===== src/climate_pkg.sv =====
// constants and types shared by the climate mode sequencer
package climate_pkg;
    localparam int CLK_HZ = 200_000_000;
    localparam int TICK_CYCLES = CLK_HZ;
    localparam int TEMP_W = 8;
    localparam logic [7:0] SET_MIN = 8'h10;      // 16 C
    localparam logic [7:0] SET_MAX = 8'h1E;      // 30 C
    localparam logic [7:0] JUDGE_COOL = 8'h17;   // 23 C
    localparam logic [7:0] JUDGE_DRY = 8'h14;    // 20 C
    localparam logic [7:0] JUDGE_HEAT_COOL = 8'h19; // 25 C
    localparam logic [7:0] STD_COOL = 8'h19;     // 25 C
    localparam logic [7:0] STD_DRY = 8'h16;      // 22 C
    localparam logic [7:0] STD_HEAT = 8'h15;     // 21 C
    localparam logic [7:0] SHIFT_STEP = 8'h02;   // 2 C
    localparam int MIN_RUN_S = 60;
    localparam int RESTART_S = 180;
    localparam int TIME_SAVE_S = 420;
    localparam int DRY_ON_S = 600;
    localparam int DRY_OFF_S = 360;
    localparam int SAMPLE_S = 25;
    localparam int REJUDGE_S = 3600;
    localparam int OFF_LONG_S = 450;
    localparam int SEC_W = 12;
    typedef enum logic [2:0] {MODE_OFF, MODE_COOL, MODE_DRY, MODE_HEAT, MODE_AUTO} mode_e;
    typedef enum logic [1:0] {SHIFT_STD, SHIFT_UP, SHIFT_DN} shift_e;
endpackage : climate_pkg


===== src/seconds_tick.sv =====
// divider that makes the one-second enable pulse
`timescale 1ns/1ps
module seconds_tick #(
    parameter int CYCLES = climate_pkg::TICK_CYCLES
) (
    input wire logic clk,
    input wire logic rstn,
    output logic tick
);
    logic [31:0] count;

    // free-running count, one pulse per wrap
    always_ff @(posedge clk or negedge rstn) begin
        if (!rstn) begin
            count <= 32'h0;
            tick <= 1'b0;
        end else if (count == 32'(CYCLES - 1)) begin
            count <= 32'h0;
            tick <= 1'b1;
        end else begin
            count <= count + 32'h1;
            tick <= 1'b0;
        end
    end
endmodule : seconds_tick


===== src/room_climate_mode_sequencer.sv =====
// operating-mode sequencer for the indoor controller of a split air conditioner
// How it works
// - cool/heat target accepted only when inside 16 to 30 C.
// - compressor runs at least 60 s once started.
// - compressor restart blocked for 3 min after each stop.
// - cooling time-save interval lasts at most 7 minutes.
// - soft dry starts only after intake reaches target.
// - soft dry on at most 10 min, off at least 6 min, then thermostat.
// - during dry off hold, after 3 min off, go cooling if intake above on point.
// - automatic start runs fan at lowest sustained step for 25 s first.
// - first judgment: cool at 23 C up, dry 20 to 23, heat below 20.
// - chosen mode runs until off, targets 25, 22, 21 C.
// - re-judge after 1 h if target reached and compressor off over 7.5 min.
// - room not at target after 1 h with compressor running keeps mode.
// - later judgments: cool 23, dry 20, heat 25 thresholds.
// - up/down buttons shift auto targets one 2 C step, no further.
// - open option jumper raises thresholds and standard targets 2 C.
`timescale 1ns/1ps
module room_climate_mode_sequencer #(
    parameter int TICK_CYCLES = climate_pkg::TICK_CYCLES
) (
    input wire logic clk,
    input wire logic rstn,
    input wire logic [2:0] mode_sel,
    input wire logic [7:0] set_temp,
    input wire logic set_strobe,
    input wire logic temp_up,
    input wire logic temp_down,
    input wire logic [7:0] intake_temp,
    input wire logic temp_offset_option_jumper,
    output logic compressor_run,
    output logic lowest_sustained_fan_step,
    output logic [2:0] active_mode,
    output logic time_save,
    output logic [7:0] target_temp
);
    // ------------------------------------------------------------
    // seconds tick and strap sampling
    // ------------------------------------------------------------
    logic sec;
    logic [2:0] jump_sync;
    logic jumper_open;
    logic [7:0] offs;

    seconds_tick #(.CYCLES(TICK_CYCLES)) u_tick (
        .clk(clk),
        .rstn(rstn),
        .tick(sec)
    );

    // jumper is a pin: three stages, accept when last two agree
    always_ff @(posedge clk or negedge rstn) begin
        if (!rstn) begin
            jump_sync <= 3'h0;
            jumper_open <= 1'b0;
        end else begin
            jump_sync <= {jump_sync[1:0], temp_offset_option_jumper};
            if (jump_sync[2] == jump_sync[1]) begin
                jumper_open <= jump_sync[2];
            end
        end
    end
    assign offs = jumper_open ? climate_pkg::SHIFT_STEP : 8'h00;

    // ------------------------------------------------------------
    // mode and target selection
    // ------------------------------------------------------------
    climate_pkg::mode_e mode;
    climate_pkg::mode_e run_mode;
    climate_pkg::shift_e shift;
    logic [7:0] user_target;
    logic judged;
    logic first_done;
    localparam int SEC_W_L = climate_pkg::SEC_W;
    logic [SEC_W_L-1:0] sample_cnt;
    logic [SEC_W_L-1:0] hour_cnt;
    logic [SEC_W_L-1:0] off_cnt;
    logic [SEC_W_L-1:0] on_cnt;
    logic reached;
    logic in_auto;

    assign mode = climate_pkg::mode_e'(mode_sel);
    assign in_auto = (mode == climate_pkg::MODE_AUTO);

    // manual target capture
    always_ff @(posedge clk or negedge rstn) begin
        if (!rstn) begin
            user_target <= climate_pkg::STD_COOL;
        end else if (set_strobe && set_temp >= climate_pkg::SET_MIN && set_temp <= climate_pkg::SET_MAX) begin
            user_target <= set_temp;
        end
    end

    always_ff @(posedge clk or negedge rstn) begin
        if (!rstn) begin
            shift <= climate_pkg::SHIFT_STD;
        end else if (temp_up && !temp_down) begin
            shift <= (shift == climate_pkg::SHIFT_DN) ? climate_pkg::SHIFT_STD : climate_pkg::SHIFT_UP;
        end else if (temp_down && !temp_up) begin
            shift <= (shift == climate_pkg::SHIFT_UP) ? climate_pkg::SHIFT_STD : climate_pkg::SHIFT_DN;
        end
    end

    // target in force for the running mode
    always_comb begin
        logic [7:0] std_t;
        std_t = climate_pkg::STD_COOL;
        if (in_auto) begin
            unique case (run_mode)
                climate_pkg::MODE_DRY: std_t = climate_pkg::STD_DRY;
                climate_pkg::MODE_HEAT: std_t = climate_pkg::STD_HEAT;
                default: std_t = climate_pkg::STD_COOL;
            endcase
            std_t = std_t + offs;
            unique case (shift)
                climate_pkg::SHIFT_UP: target_temp = std_t + climate_pkg::SHIFT_STEP;
                climate_pkg::SHIFT_DN: target_temp = std_t - climate_pkg::SHIFT_STEP;
                default: target_temp = std_t;
            endcase
        end else begin
            target_temp = user_target;
        end
    end

    // heating is satisfied at or above target, cooling and dry at or below
    assign reached = (run_mode == climate_pkg::MODE_HEAT) ? (intake_temp >= target_temp)
                                                          : (intake_temp <= target_temp);

    // automatic judgment: sampling, first and later decisions
    always_ff @(posedge clk or negedge rstn) begin
        if (!rstn) begin
            run_mode <= climate_pkg::MODE_OFF;
            judged <= 1'b0;
            first_done <= 1'b0;
            sample_cnt <= '0;
            hour_cnt <= '0;
        end else if (!in_auto) begin
            run_mode <= mode;
            judged <= 1'b0;
            first_done <= 1'b0;
            sample_cnt <= '0;
            hour_cnt <= '0;
        end else if (!judged) begin
            run_mode <= climate_pkg::MODE_OFF;
            // sample period on lowest fan step
            if (sec) begin
                sample_cnt <= sample_cnt + 1'b1;
            end
            if (sample_cnt == SEC_W_L'(climate_pkg::SAMPLE_S)) begin
                judged <= 1'b1;
                hour_cnt <= '0;
                sample_cnt <= '0;
                if (!first_done) begin
                    if (intake_temp >= climate_pkg::JUDGE_COOL + offs) begin
                        run_mode <= climate_pkg::MODE_COOL;
                    end else if (intake_temp >= climate_pkg::JUDGE_DRY + offs) begin
                        run_mode <= climate_pkg::MODE_DRY;
                    end else begin
                        run_mode <= climate_pkg::MODE_HEAT;
                    end
                end
                first_done <= 1'b1;
            end
        end else begin
            if (sec && hour_cnt != SEC_W_L'(climate_pkg::REJUDGE_S)) begin
                hour_cnt <= hour_cnt + 1'b1;
            end
            // re-judge only when satisfied and compressor long off
            if (hour_cnt == SEC_W_L'(climate_pkg::REJUDGE_S) && reached && !compressor_run
                    && off_cnt > SEC_W_L'(climate_pkg::OFF_LONG_S)) begin
                hour_cnt <= '0;
                unique case (run_mode)
                    climate_pkg::MODE_COOL: run_mode <= (intake_temp >= climate_pkg::JUDGE_COOL + offs)
                        ? climate_pkg::MODE_COOL : climate_pkg::MODE_HEAT;
                    climate_pkg::MODE_DRY: run_mode <= (intake_temp >= climate_pkg::JUDGE_DRY + offs)
                        ? climate_pkg::MODE_DRY : climate_pkg::MODE_HEAT;
                    default: run_mode <= (intake_temp >= climate_pkg::JUDGE_HEAT_COOL + offs)
                        ? climate_pkg::MODE_COOL : climate_pkg::MODE_HEAT;
                endcase
            end
        end
    end

    assign lowest_sustained_fan_step = in_auto && !judged;

    // ------------------------------------------------------------
    // compressor timers and soft dry cycling
    // ------------------------------------------------------------
    logic demand;
    logic dry_started;
    logic dry_first_on;
    logic dry_hold;
    logic [SEC_W_L-1:0] dry_cnt;
    logic dry_cool;
    logic may_stop;
    logic may_start;

    // a dry escape runs as plain cooling, so it is reported as cooling
    assign active_mode = dry_cool ? climate_pkg::MODE_COOL : run_mode;

    assign may_stop = on_cnt >= SEC_W_L'(climate_pkg::MIN_RUN_S);
    assign may_start = off_cnt >= SEC_W_L'(climate_pkg::RESTART_S);

    // thermostat demand per mode
    always_comb begin
        demand = 1'b0;
        unique case (run_mode)
            climate_pkg::MODE_COOL: demand = intake_temp > target_temp;
            climate_pkg::MODE_HEAT: demand = intake_temp < target_temp;
            climate_pkg::MODE_DRY: begin
                if (dry_cool) begin
                    demand = intake_temp > target_temp;
                end else if (dry_first_on) begin
                    demand = 1'b1;
                end else if (dry_hold) begin
                    demand = 1'b0;
                end else begin
                    demand = dry_started && intake_temp > target_temp;
                end
            end
            default: demand = 1'b0;
        endcase
    end

    // soft dry phase tracking
    always_ff @(posedge clk or negedge rstn) begin
        if (!rstn) begin
            dry_started <= 1'b0;
            dry_first_on <= 1'b0;
            dry_hold <= 1'b0;
            dry_cnt <= '0;
            dry_cool <= 1'b0;
        end else if (run_mode != climate_pkg::MODE_DRY) begin
            dry_started <= 1'b0;
            dry_first_on <= 1'b0;
            dry_hold <= 1'b0;
            dry_cnt <= '0;
            dry_cool <= 1'b0;
        end else if (!dry_started) begin
            // wait for intake to reach target
            if (intake_temp <= target_temp) begin
                dry_started <= 1'b1;
                dry_first_on <= 1'b1;
                dry_cnt <= '0;
            end
        end else if (dry_first_on) begin
            if (sec) begin
                dry_cnt <= dry_cnt + 1'b1;
            end
            if (dry_cnt >= SEC_W_L'(climate_pkg::DRY_ON_S - 1) && sec) begin
                dry_first_on <= 1'b0;
                dry_hold <= 1'b1;
                dry_cnt <= '0;
            end
        end else if (dry_hold) begin
            if (sec) begin
                dry_cnt <= dry_cnt + 1'b1;
            end
            if (may_start && !compressor_run && intake_temp > target_temp) begin
                dry_cool <= 1'b1;
                dry_hold <= 1'b0;
            end else if (dry_cnt >= SEC_W_L'(climate_pkg::DRY_OFF_S)) begin
                dry_hold <= 1'b0;
            end
        end
    end

    // compressor run with on and off second counters
    always_ff @(posedge clk or negedge rstn) begin
        if (!rstn) begin
            compressor_run <= 1'b0;
            on_cnt <= '0;
            off_cnt <= SEC_W_L'(climate_pkg::RESTART_S);
        end else if (compressor_run) begin
            if (sec && on_cnt != '1) begin
                on_cnt <= on_cnt + 1'b1;
            end
            if (!demand && may_stop) begin
                compressor_run <= 1'b0;
                off_cnt <= '0;
            end
        end else begin
            if (sec && off_cnt != '1) begin
                off_cnt <= off_cnt + 1'b1;
            end
            if (demand && may_start) begin
                compressor_run <= 1'b1;
                on_cnt <= '0;
            end
        end
    end

    // time-save window: first 7 min of each run while run_mode is cooling, so not during a dry escape
    assign time_save = compressor_run && run_mode == climate_pkg::MODE_COOL
                       && on_cnt < SEC_W_L'(climate_pkg::TIME_SAVE_S);
endmodule : room_climate_mode_sequencer


===== config.mk =====
export PLATFORM = sky130hd
export DESIGN_NAME = room_climate_mode_sequencer
export DESIGN_NICKNAME = d
export VERILOG_FILES = /design/src/climate_pkg.sv /design/src/seconds_tick.sv /design/src/room_climate_mode_sequencer.sv
export SDC_FILE = /design/constraint.sdc
export NUM_CORES = 1
export LEC_CHECK = 0
export BUFFER_PORTS_ARGS = -buffer_cell sky130_fd_sc_hd__buf_2
export CAP_MARGIN = 20
export CELL_PAD_IN_SITES_DETAIL_PLACEMENT = 1
export CELL_PAD_IN_SITES_GLOBAL_PLACEMENT = 1
export CORE_UTILIZATION = 43
export CTS_CLUSTER_DIAMETER = 60
export CTS_CLUSTER_SIZE = 8
export DETAILED_ROUTE_END_ITERATION = 8
export GPL_ROUTABILITY_DRIVEN = 1
export PLACE_DENSITY_LB_ADDON = 0.1
export SLEW_MARGIN = 20
export SYNTH_ARGS = -nofsm -noshare
export SYNTH_HDL_FRONTEND = slang
export SYNTH_SLANG_ARGS = --single-unit

===== constraint.sdc =====
create_clock -name clk -period 3.9 [get_ports clk]
set_clock_uncertainty 0.2 [all_clocks]
set_input_delay 0.195 -clock clk [delete_from_list [all_inputs] [get_ports clk]]
set_output_delay 0.195 -clock clk [all_outputs]
set_load 0.005 [all_outputs]

### Word-level counts from Yosys, hierarchy flattened

Cells that the tools add are included.

| storage, ports and cells | value |
|---|---|
| output and inout port bits | 14 |
| register bits after elaboration | 117 |
| input port bits | 25 |

| cells by class | value |
|---|---|
| add/sub/neg operators | 12 |
| equality and inequality tests | 25 |
| mux-type cells | 78 |
| reduce and logical (&&, ||, !) cells | 39 |
| $lt $le $gt $ge | 15 |

Operators by type and width:

| kind | number |
|---|---|
| $mux W12 | 22 |
| $add A12 B1 Y12 const B | 5 |
| $mux W1 | 36 |
| $ne A12 B12 Y1 const B | 3 |
| $add A32 B1 Y32 const B | 1 |
| $eq A32 B28 Y1 const B | 1 |
| $mux W32 | 1 |
| $ge A8 B6 Y1 | 3 |
| $logic_and A1 B1 Y1 | 19 |
| $add A5 B2 Y6 const A | 3 |
| $mux W2 | 9 |
| $mux W8 | 2 |
| $pmux W8 S2 | 1 |
| $reduce_and A2 Y1 | 7 |
| $eq A12 B12 Y1 const B | 1 |
| $eq A12 B5 Y1 const B | 1 |
| $ge A12 B10 Y1 const B | 1 |
| $ge A12 B6 Y1 const B | 1 |
| $ge A12 B8 Y1 const B | 1 |
| $ge A12 B9 Y1 const B | 1 |
| $gt A12 B9 Y1 const B | 1 |
| $lt A12 B9 Y1 const B | 1 |
| $mux W3 | 4 |
| $reduce_bool A2 Y1 | 6 |
| other kinds (27) | 38 |

### Depth between registers and ports, before layout

| logic depth | value |
|---|---|
| depth in word-level cells | 17 |
| mapped depth | 20 |
| depth with buffers taken out | 19 |

### By module

Synthesis repeated with hierarchy kept, for this count alone.

| second synthesis, totals | value |
|---|---|
| cell total of the unflattened synthesis | 747 |
| area total of the unflattened synthesis | 7064.3 µm² |

By module, submodules not included:

| module | cells each | times used | sequential area each (µm²) | area each (µm²) |
|---|---|---|---|---|
| room_climate_mode_sequencer | 588 | 1 | 2110.8 | 5412.7 |
| seconds_tick | 159 | 1 | 825.8 | 1651.6 |

### Least setup slack after synthesis

OpenSTA, ideal clock, no wires.

| timing path | value |
|---|---|
| path type | register -> register |
| start | register run_mode[2] |
| end | register dry_cnt[7] |
| arrival time | 3.700 ns |
| setup slack | -0.082 ns |
| library setup time | 0.082 ns |
| required time | 3.618 ns |
| path buffers | 1 |
| cell stages (with the launch flop) | 19 |
| clock period less this slack | 3.982 ns |
| path through | dfrtp_1 -> nand2b_4 -> nand2b_4 -> buf_8 -> inv_4 -> ha_1 -> ha_1 -> ha_1 -> a221oi_1 -> o31ai_1 -> inv_1 -> ha_1 -> and4_1 -> nand2b_1 -> and4_4 -> a211oi_4 -> nand3_4 -> or3_1 -> a21oi_1 |

| on the way | value |
|---|---|
| cells in the longest elaborated chain, start to end | 10 |
| elaborated cells on any way between the ends | 15 |
| those cells by class | add/sub (3); order compare (1); eq/ne (4); mux (5); reduce/logical (2) |

Ends and longest elaborated chain:

| what | RTL line | source |
|---|---|---|
| start, declared | room_climate_mode_sequencer.sv:69 | `climate_pkg::mode_e run_mode;` |
| start signal, assigned | room_climate_mode_sequencer.sv:132 | `run_mode <= climate_pkg::MODE_OFF;` |
| start signal, assigned | room_climate_mode_sequencer.sv:138 | `run_mode <= mode;` |
| start signal, assigned | room_climate_mode_sequencer.sv:144 | `run_mode <= climate_pkg::MODE_OFF;` |
| $eq A3 B2 Y1 | room_climate_mode_sequencer.sv:109 | `unique case (run_mode)` |
| $pmux W4 S2 * | room_climate_mode_sequencer.sv:109 |  |
| $mux W8 * | room_climate_mode_sequencer.sv:108 | `if (in_auto) begin` |
| $add A8 B2 Y8 * | room_climate_mode_sequencer.sv:114 | `std_t = std_t + offs;` |
| $sub A8 B2 Y8 or $add A8 B2 Y8 (tied branches) | room_climate_mode_sequencer.sv:117, room_climate_mode_sequencer.sv:116 |  |
| $pmux W8 S2 * | room_climate_mode_sequencer.sv:115 | `unique case (shift)` |
| $mux W8 * | room_climate_mode_sequencer.sv:108 |  |
| via target_temp[3] | room_climate_mode_sequencer.sv:35 | `output logic [7:0] target_temp` |
| $le A8 B8 Y1 * | room_climate_mode_sequencer.sv:241 | `if (intake_temp <= target_temp) begin` |
| $reduce_bool A3 Y1 (no line) * | n/a |  |
| $reduce_and A2 Y1 (no line) * | n/a |  |
| end signal, assigned | room_climate_mode_sequencer.sv:248 | `dry_cnt <= dry_cnt + 1'b1;` |
| end signal, assigned | room_climate_mode_sequencer.sv:257 | `dry_cnt <= dry_cnt + 1'b1;` |
| end, declared | room_climate_mode_sequencer.sv:193 | `logic [SEC_W_L-1:0] dry_cnt;` |

The timed path passes the listed nets; every way through them passes the cells marked *. The select of a mux whose other input is x is not followed.
A chain may end at the register's enable or synchronous reset.

### Worst setup path in the final report

| timing path | value |
|---|---|
| start | register run_mode[2] |
| end | register dry_cnt[9] |

| on the way | value |
|---|---|
| cells in the longest elaborated chain, start to end | 10 |
| elaborated cells on any way between the ends | 15 |
| those cells by class | add/sub (3); order compare (1); eq/ne (4); mux (5); reduce/logical (2) |

Ends and longest elaborated chain:

| what | RTL line |
|---|---|
| $eq A3 B2 Y1 | room_climate_mode_sequencer.sv:109 |
| $pmux W4 S2 | room_climate_mode_sequencer.sv:109 |
| $mux W8 | room_climate_mode_sequencer.sv:108 |
| $add A8 B2 Y8 | room_climate_mode_sequencer.sv:114 |
| $sub A8 B2 Y8 or $add A8 B2 Y8 (tied branches) | room_climate_mode_sequencer.sv:117, room_climate_mode_sequencer.sv:116 |
| $pmux W8 S2 | room_climate_mode_sequencer.sv:115 |
| $mux W8 | room_climate_mode_sequencer.sv:108 |
| $le A8 B8 Y1 | room_climate_mode_sequencer.sv:241 |
| $reduce_bool A3 Y1 (no line) | n/a |
| $reduce_and A2 Y1 (no line) | n/a |

Several ways; a longest one is shown, not always the timed one. The select of a mux whose other input is x is not followed.

==> flow_metrics.env <==
export IMPL_status="finished clean"
export IMPL_rows=45
export IMPL_drt_pass1_iter_count=4
export IMPL_place_inst=1007
export IMPL_setup_tns_ps=0
export IMPL_hp_class="in2reg"
export IMPL_critPathMaxFanout=7
export IMPL_insertion_delay_ps=430
export IMPL_r2r_slack_ps=50
export IMPL_peakVddDrop_uv=333
export IMPL_synthesis_area_um2=6790
export IMPL_synth_distinct_cells=67
export IMPL_die_h_um=128
export IMPL_finalHoldViolCount=0
export IMPL_viasPerCell=5.57
export IMPL_syn_area_per_cell_um2=9.04
export IMPL_min_path_cells=5
export IMPL_clk_path_buf_depth=2
export IMPL_cellPowerDensity_nw_per_um2=435
export IMPL_nNetsFinal=892
export IMPL_final_core_util=0.544
export IMPL_drive_gt1_frac=0.181
export IMPL_crit_path_end_kind="register"
export IMPL_fmax_mhz=260
export IMPL_coreArea_um2=15300
export IMPL_finalCritPeriodShare=0.986
export IMPL_die_area_um2=16300
export IMPL_netlist_instances=751
export IMPL_crit_chain="nand2b_4 > nand2b_4 > inv_8 > ha_4 > ha_4 > ha_4 > o21ai_1 > nand2_1 > o21ai_2 > mux2i_1 > ha_1 > a21oi_1 > o21ai_1 > buf_4 > and4_4 > a211oi_4 > nand3_4 > or3_4 > a21oi_2"
export IMPL_yosysMostFrequentCell="dfrtp_1"
export IMPL_worstRegToRegCells=19
export IMPL_synthTopCellsByCount="110 x dfrtp_1, 78 x nand2_1, 77 x nor2_1"
export IMPL_setup_viol=0
export IMPL_path_clk_slew_ps=60
export IMPL_synth_seq_cells=117
export IMPL_p_leak_uw=0.00365
export IMPL_required_ps=4050
export IMPL_antenna_found_initial=0
export IMPL_max_slew_margin=0.427
export IMPL_synthArstFlopShare=1.00
export IMPL_grt_pass1_wl_um=31600
export IMPL_crit_top_cell="ha_4"
export IMPL_htreeDepth=4
export IMPL_pin_count=39
export IMPL_max_stage_delay_ps=380
export IMPL_numCtsBuffers=17
export IMPL_drt_total_wl_um=19000
export IMPL_area_delta_synth_final_pct=22.7
export IMPL_synth_edff_count=0
export IMPL_drc=0
export IMPL_portBuffers=38
export IMPL_worstSetupStartpointType="register"
export IMPL_r2r_end="dry_cnt[9]"
export IMPL_vias=5892
export IMPL_hold_end="shift[0]"
export IMPL_initial_utilization=0.443
export IMPL_ys_warn_count=0
export IMPL_synth_nets=809
export IMPL_arrival_ps=4000
export IMPL_synth_top_area_frac=0.406
export IMPL_track_usage=0.247
export IMPL_wire_per_inst_um=17.9
export IMPL_yosysTopAreaCell="dfrtp_1"
export IMPL_hpwl_um=13100
export IMPL_antenna_left=0
export IMPL_reg2reg_from="run_mode[2]"
export IMPL_synth_area_leaders="dfrtp_1 41%, ha_1 6.1%, nand2_1 4.3%"
export IMPL_fin_crit_ps=3850
export IMPL_synth_flop_cell="dfrtp_1"
export IMPL_cp_slowest_cell="dfrtp_1"
export IMPL_cts_tree="built"
export IMPL_dpl_cell_area_um2=7390
export IMPL_clock_sinks=117
export IMPL_tightest_slew_ps=860
export IMPL_grt_pass1_vias=6374
export IMPL_worstSetupPathType="reg2reg"
export IMPL_slew_violations=0
export IMPL_worstPathBufferInverterCount=2
export IMPL_final_cells=1058
export IMPL_drv_cap=0
export IMPL_drt_initial_drc_count=253
export IMPL_grt_max_degree=65
export IMPL_ys_seq_area_frac=0.433
export IMPL_crit_family="simple AND/OR/NAND/NOR gates"
export IMPL_die_w_um=128
export IMPL_final_area_um2=8320
export IMPL_hp_start="temp_down"
export IMPL_grt_overflow=0
export IMPL_clockRootBuffer="clkbuf_16"
export IMPL_gp_congestion=0.829
export IMPL_rsz0062_at_grt="true"
export IMPL_n_antenna_cell=0
==> cells by family after synthesis <==
kind of cell / count (synthesis) / synth area share
XOR/XNOR: 47 / 0.0607
AND/OR/NAND/NOR: 341 / 0.255
AO/OA/AOI/OAI: 140 / 0.134
flip-flops: 117 / 0.433
adder cells (fa/ha/maj): 34 / 0.0623
multiplexers: 13 / 0.0205
buffers and inverters: 59 / 0.0348
==> power breakdown <==
group | switching, uW | internal, uW
sequential | 95.2 | 1310
clock | 584 | 1080
combinational | 306 | 245
total | 986 | 2640
==> per-stage QoR <==
step                setup WS [ps]  hold WS (ps)  power (uW)
floorplan                    11.9          -301        1700
global placement             90.0           104        1890
detailed placement          -13.3           105        1920
CTS                          3.22          33.7        3630
global route                -92.7           111        3790
finish                       52.8          42.5        3620
==> worst reg2reg max path, cell delays in order, from the launching register on <==
cell	delay, ps
dfrtp_1	380
nand2b_4	140
nand2b_4	160
inv_8	80
ha_4	200
ha_4	160
ha_4	150
o21ai_1	150
nand2_1	90
o21ai_2	90
mux2i_1	100
ha_1	350
a21oi_1	140
o21ai_1	110
buf_4	150
and4_4	180
a211oi_4	290
nand3_4	150
or3_4	370
a21oi_2	150
==> layout by cell type, fill, tap and decap left out, types with 5 or more instances in the layout <==
cell,count
ha_1,28
and3_1,19
nor4b_1,5
xnor2_1,22
nor4_1,7
dlygate4sd3_1,14
and2_1,9
buf_2,37
a21oi_2,5
nand2_1,77
dfstp_2,7
xor2_1,25
dfrtp_1,110
o211ai_1,6
ha_4,5
mux2i_1,5
a21o_1,5
nand3_1,48
o31ai_1,11
nor2b_1,12
clkbuf_16,17
mux2_2,7
or3_1,16
inv_1,37
a21oi_1,34
nor3_1,24
nand4_1,15
buf_4,31
o21ai_0,31
nor2_1,77
==> how the worst max path moves through the flow <==
stage | start | end | slack [ps] | cells past startpoint
after floorplan | run_mode[2] | dry_cnt[7] | 10 | 18
after global placement | run_mode[2] | off_cnt[2] | 90 | 16
after detailed placement | run_mode[2] | off_cnt[10] | -10 | 16
after CTS | run_mode[2] | dry_cnt[7] | 3 | 17
after global routing | run_mode[2] | dry_cnt[9] | -90 | 19
final | run_mode[2] | dry_cnt[9] | 50 | 19
==> state kept, by name, summed over array words and instances, names as in the netlist, 2 cells and up <==
signal        flops
u_tick.count     32
dry_cnt          12
hour_cnt         12
off_cnt          12
on_cnt           12
sample_cnt       12
user_target       8
jump_sync         3
run_mode          3
shift             2
==> layout make-up <==
class / instances / area, um2
clock buffers: 20 / 447
repair buffers: 83 / 569
well taps: 211 / 264
fillers: 1771 / 6990
flip-flops and latches: 117 / 2940
multi-input cells: 575 / 3770
clock inverters: 12 / 179
inverters: 40 / 158
==> per-layer routing <==
layer,wire (um),part of all wire,vias up,GRT usage
li1,-,-,2827,-
met1,8720,0.46,2970,0.315
met2,9530,0.50,72,0.421
met3,443,0.023,23,0.0486
met4,262,0.014,0,0.0810
met5,0,0,-,0
==> what timing repair did <==
action / CTS / global route
resized for setup: 3 / 31
setup buffers: 0 / 5
hold buffers: 14 / 0
hold endpoints to repair: 68 / 0
pin swaps: 1 / 13
cloned: 0 / 0
setup endpoints to repair: 11 / 38
Power figures use the tool's default switching activity.
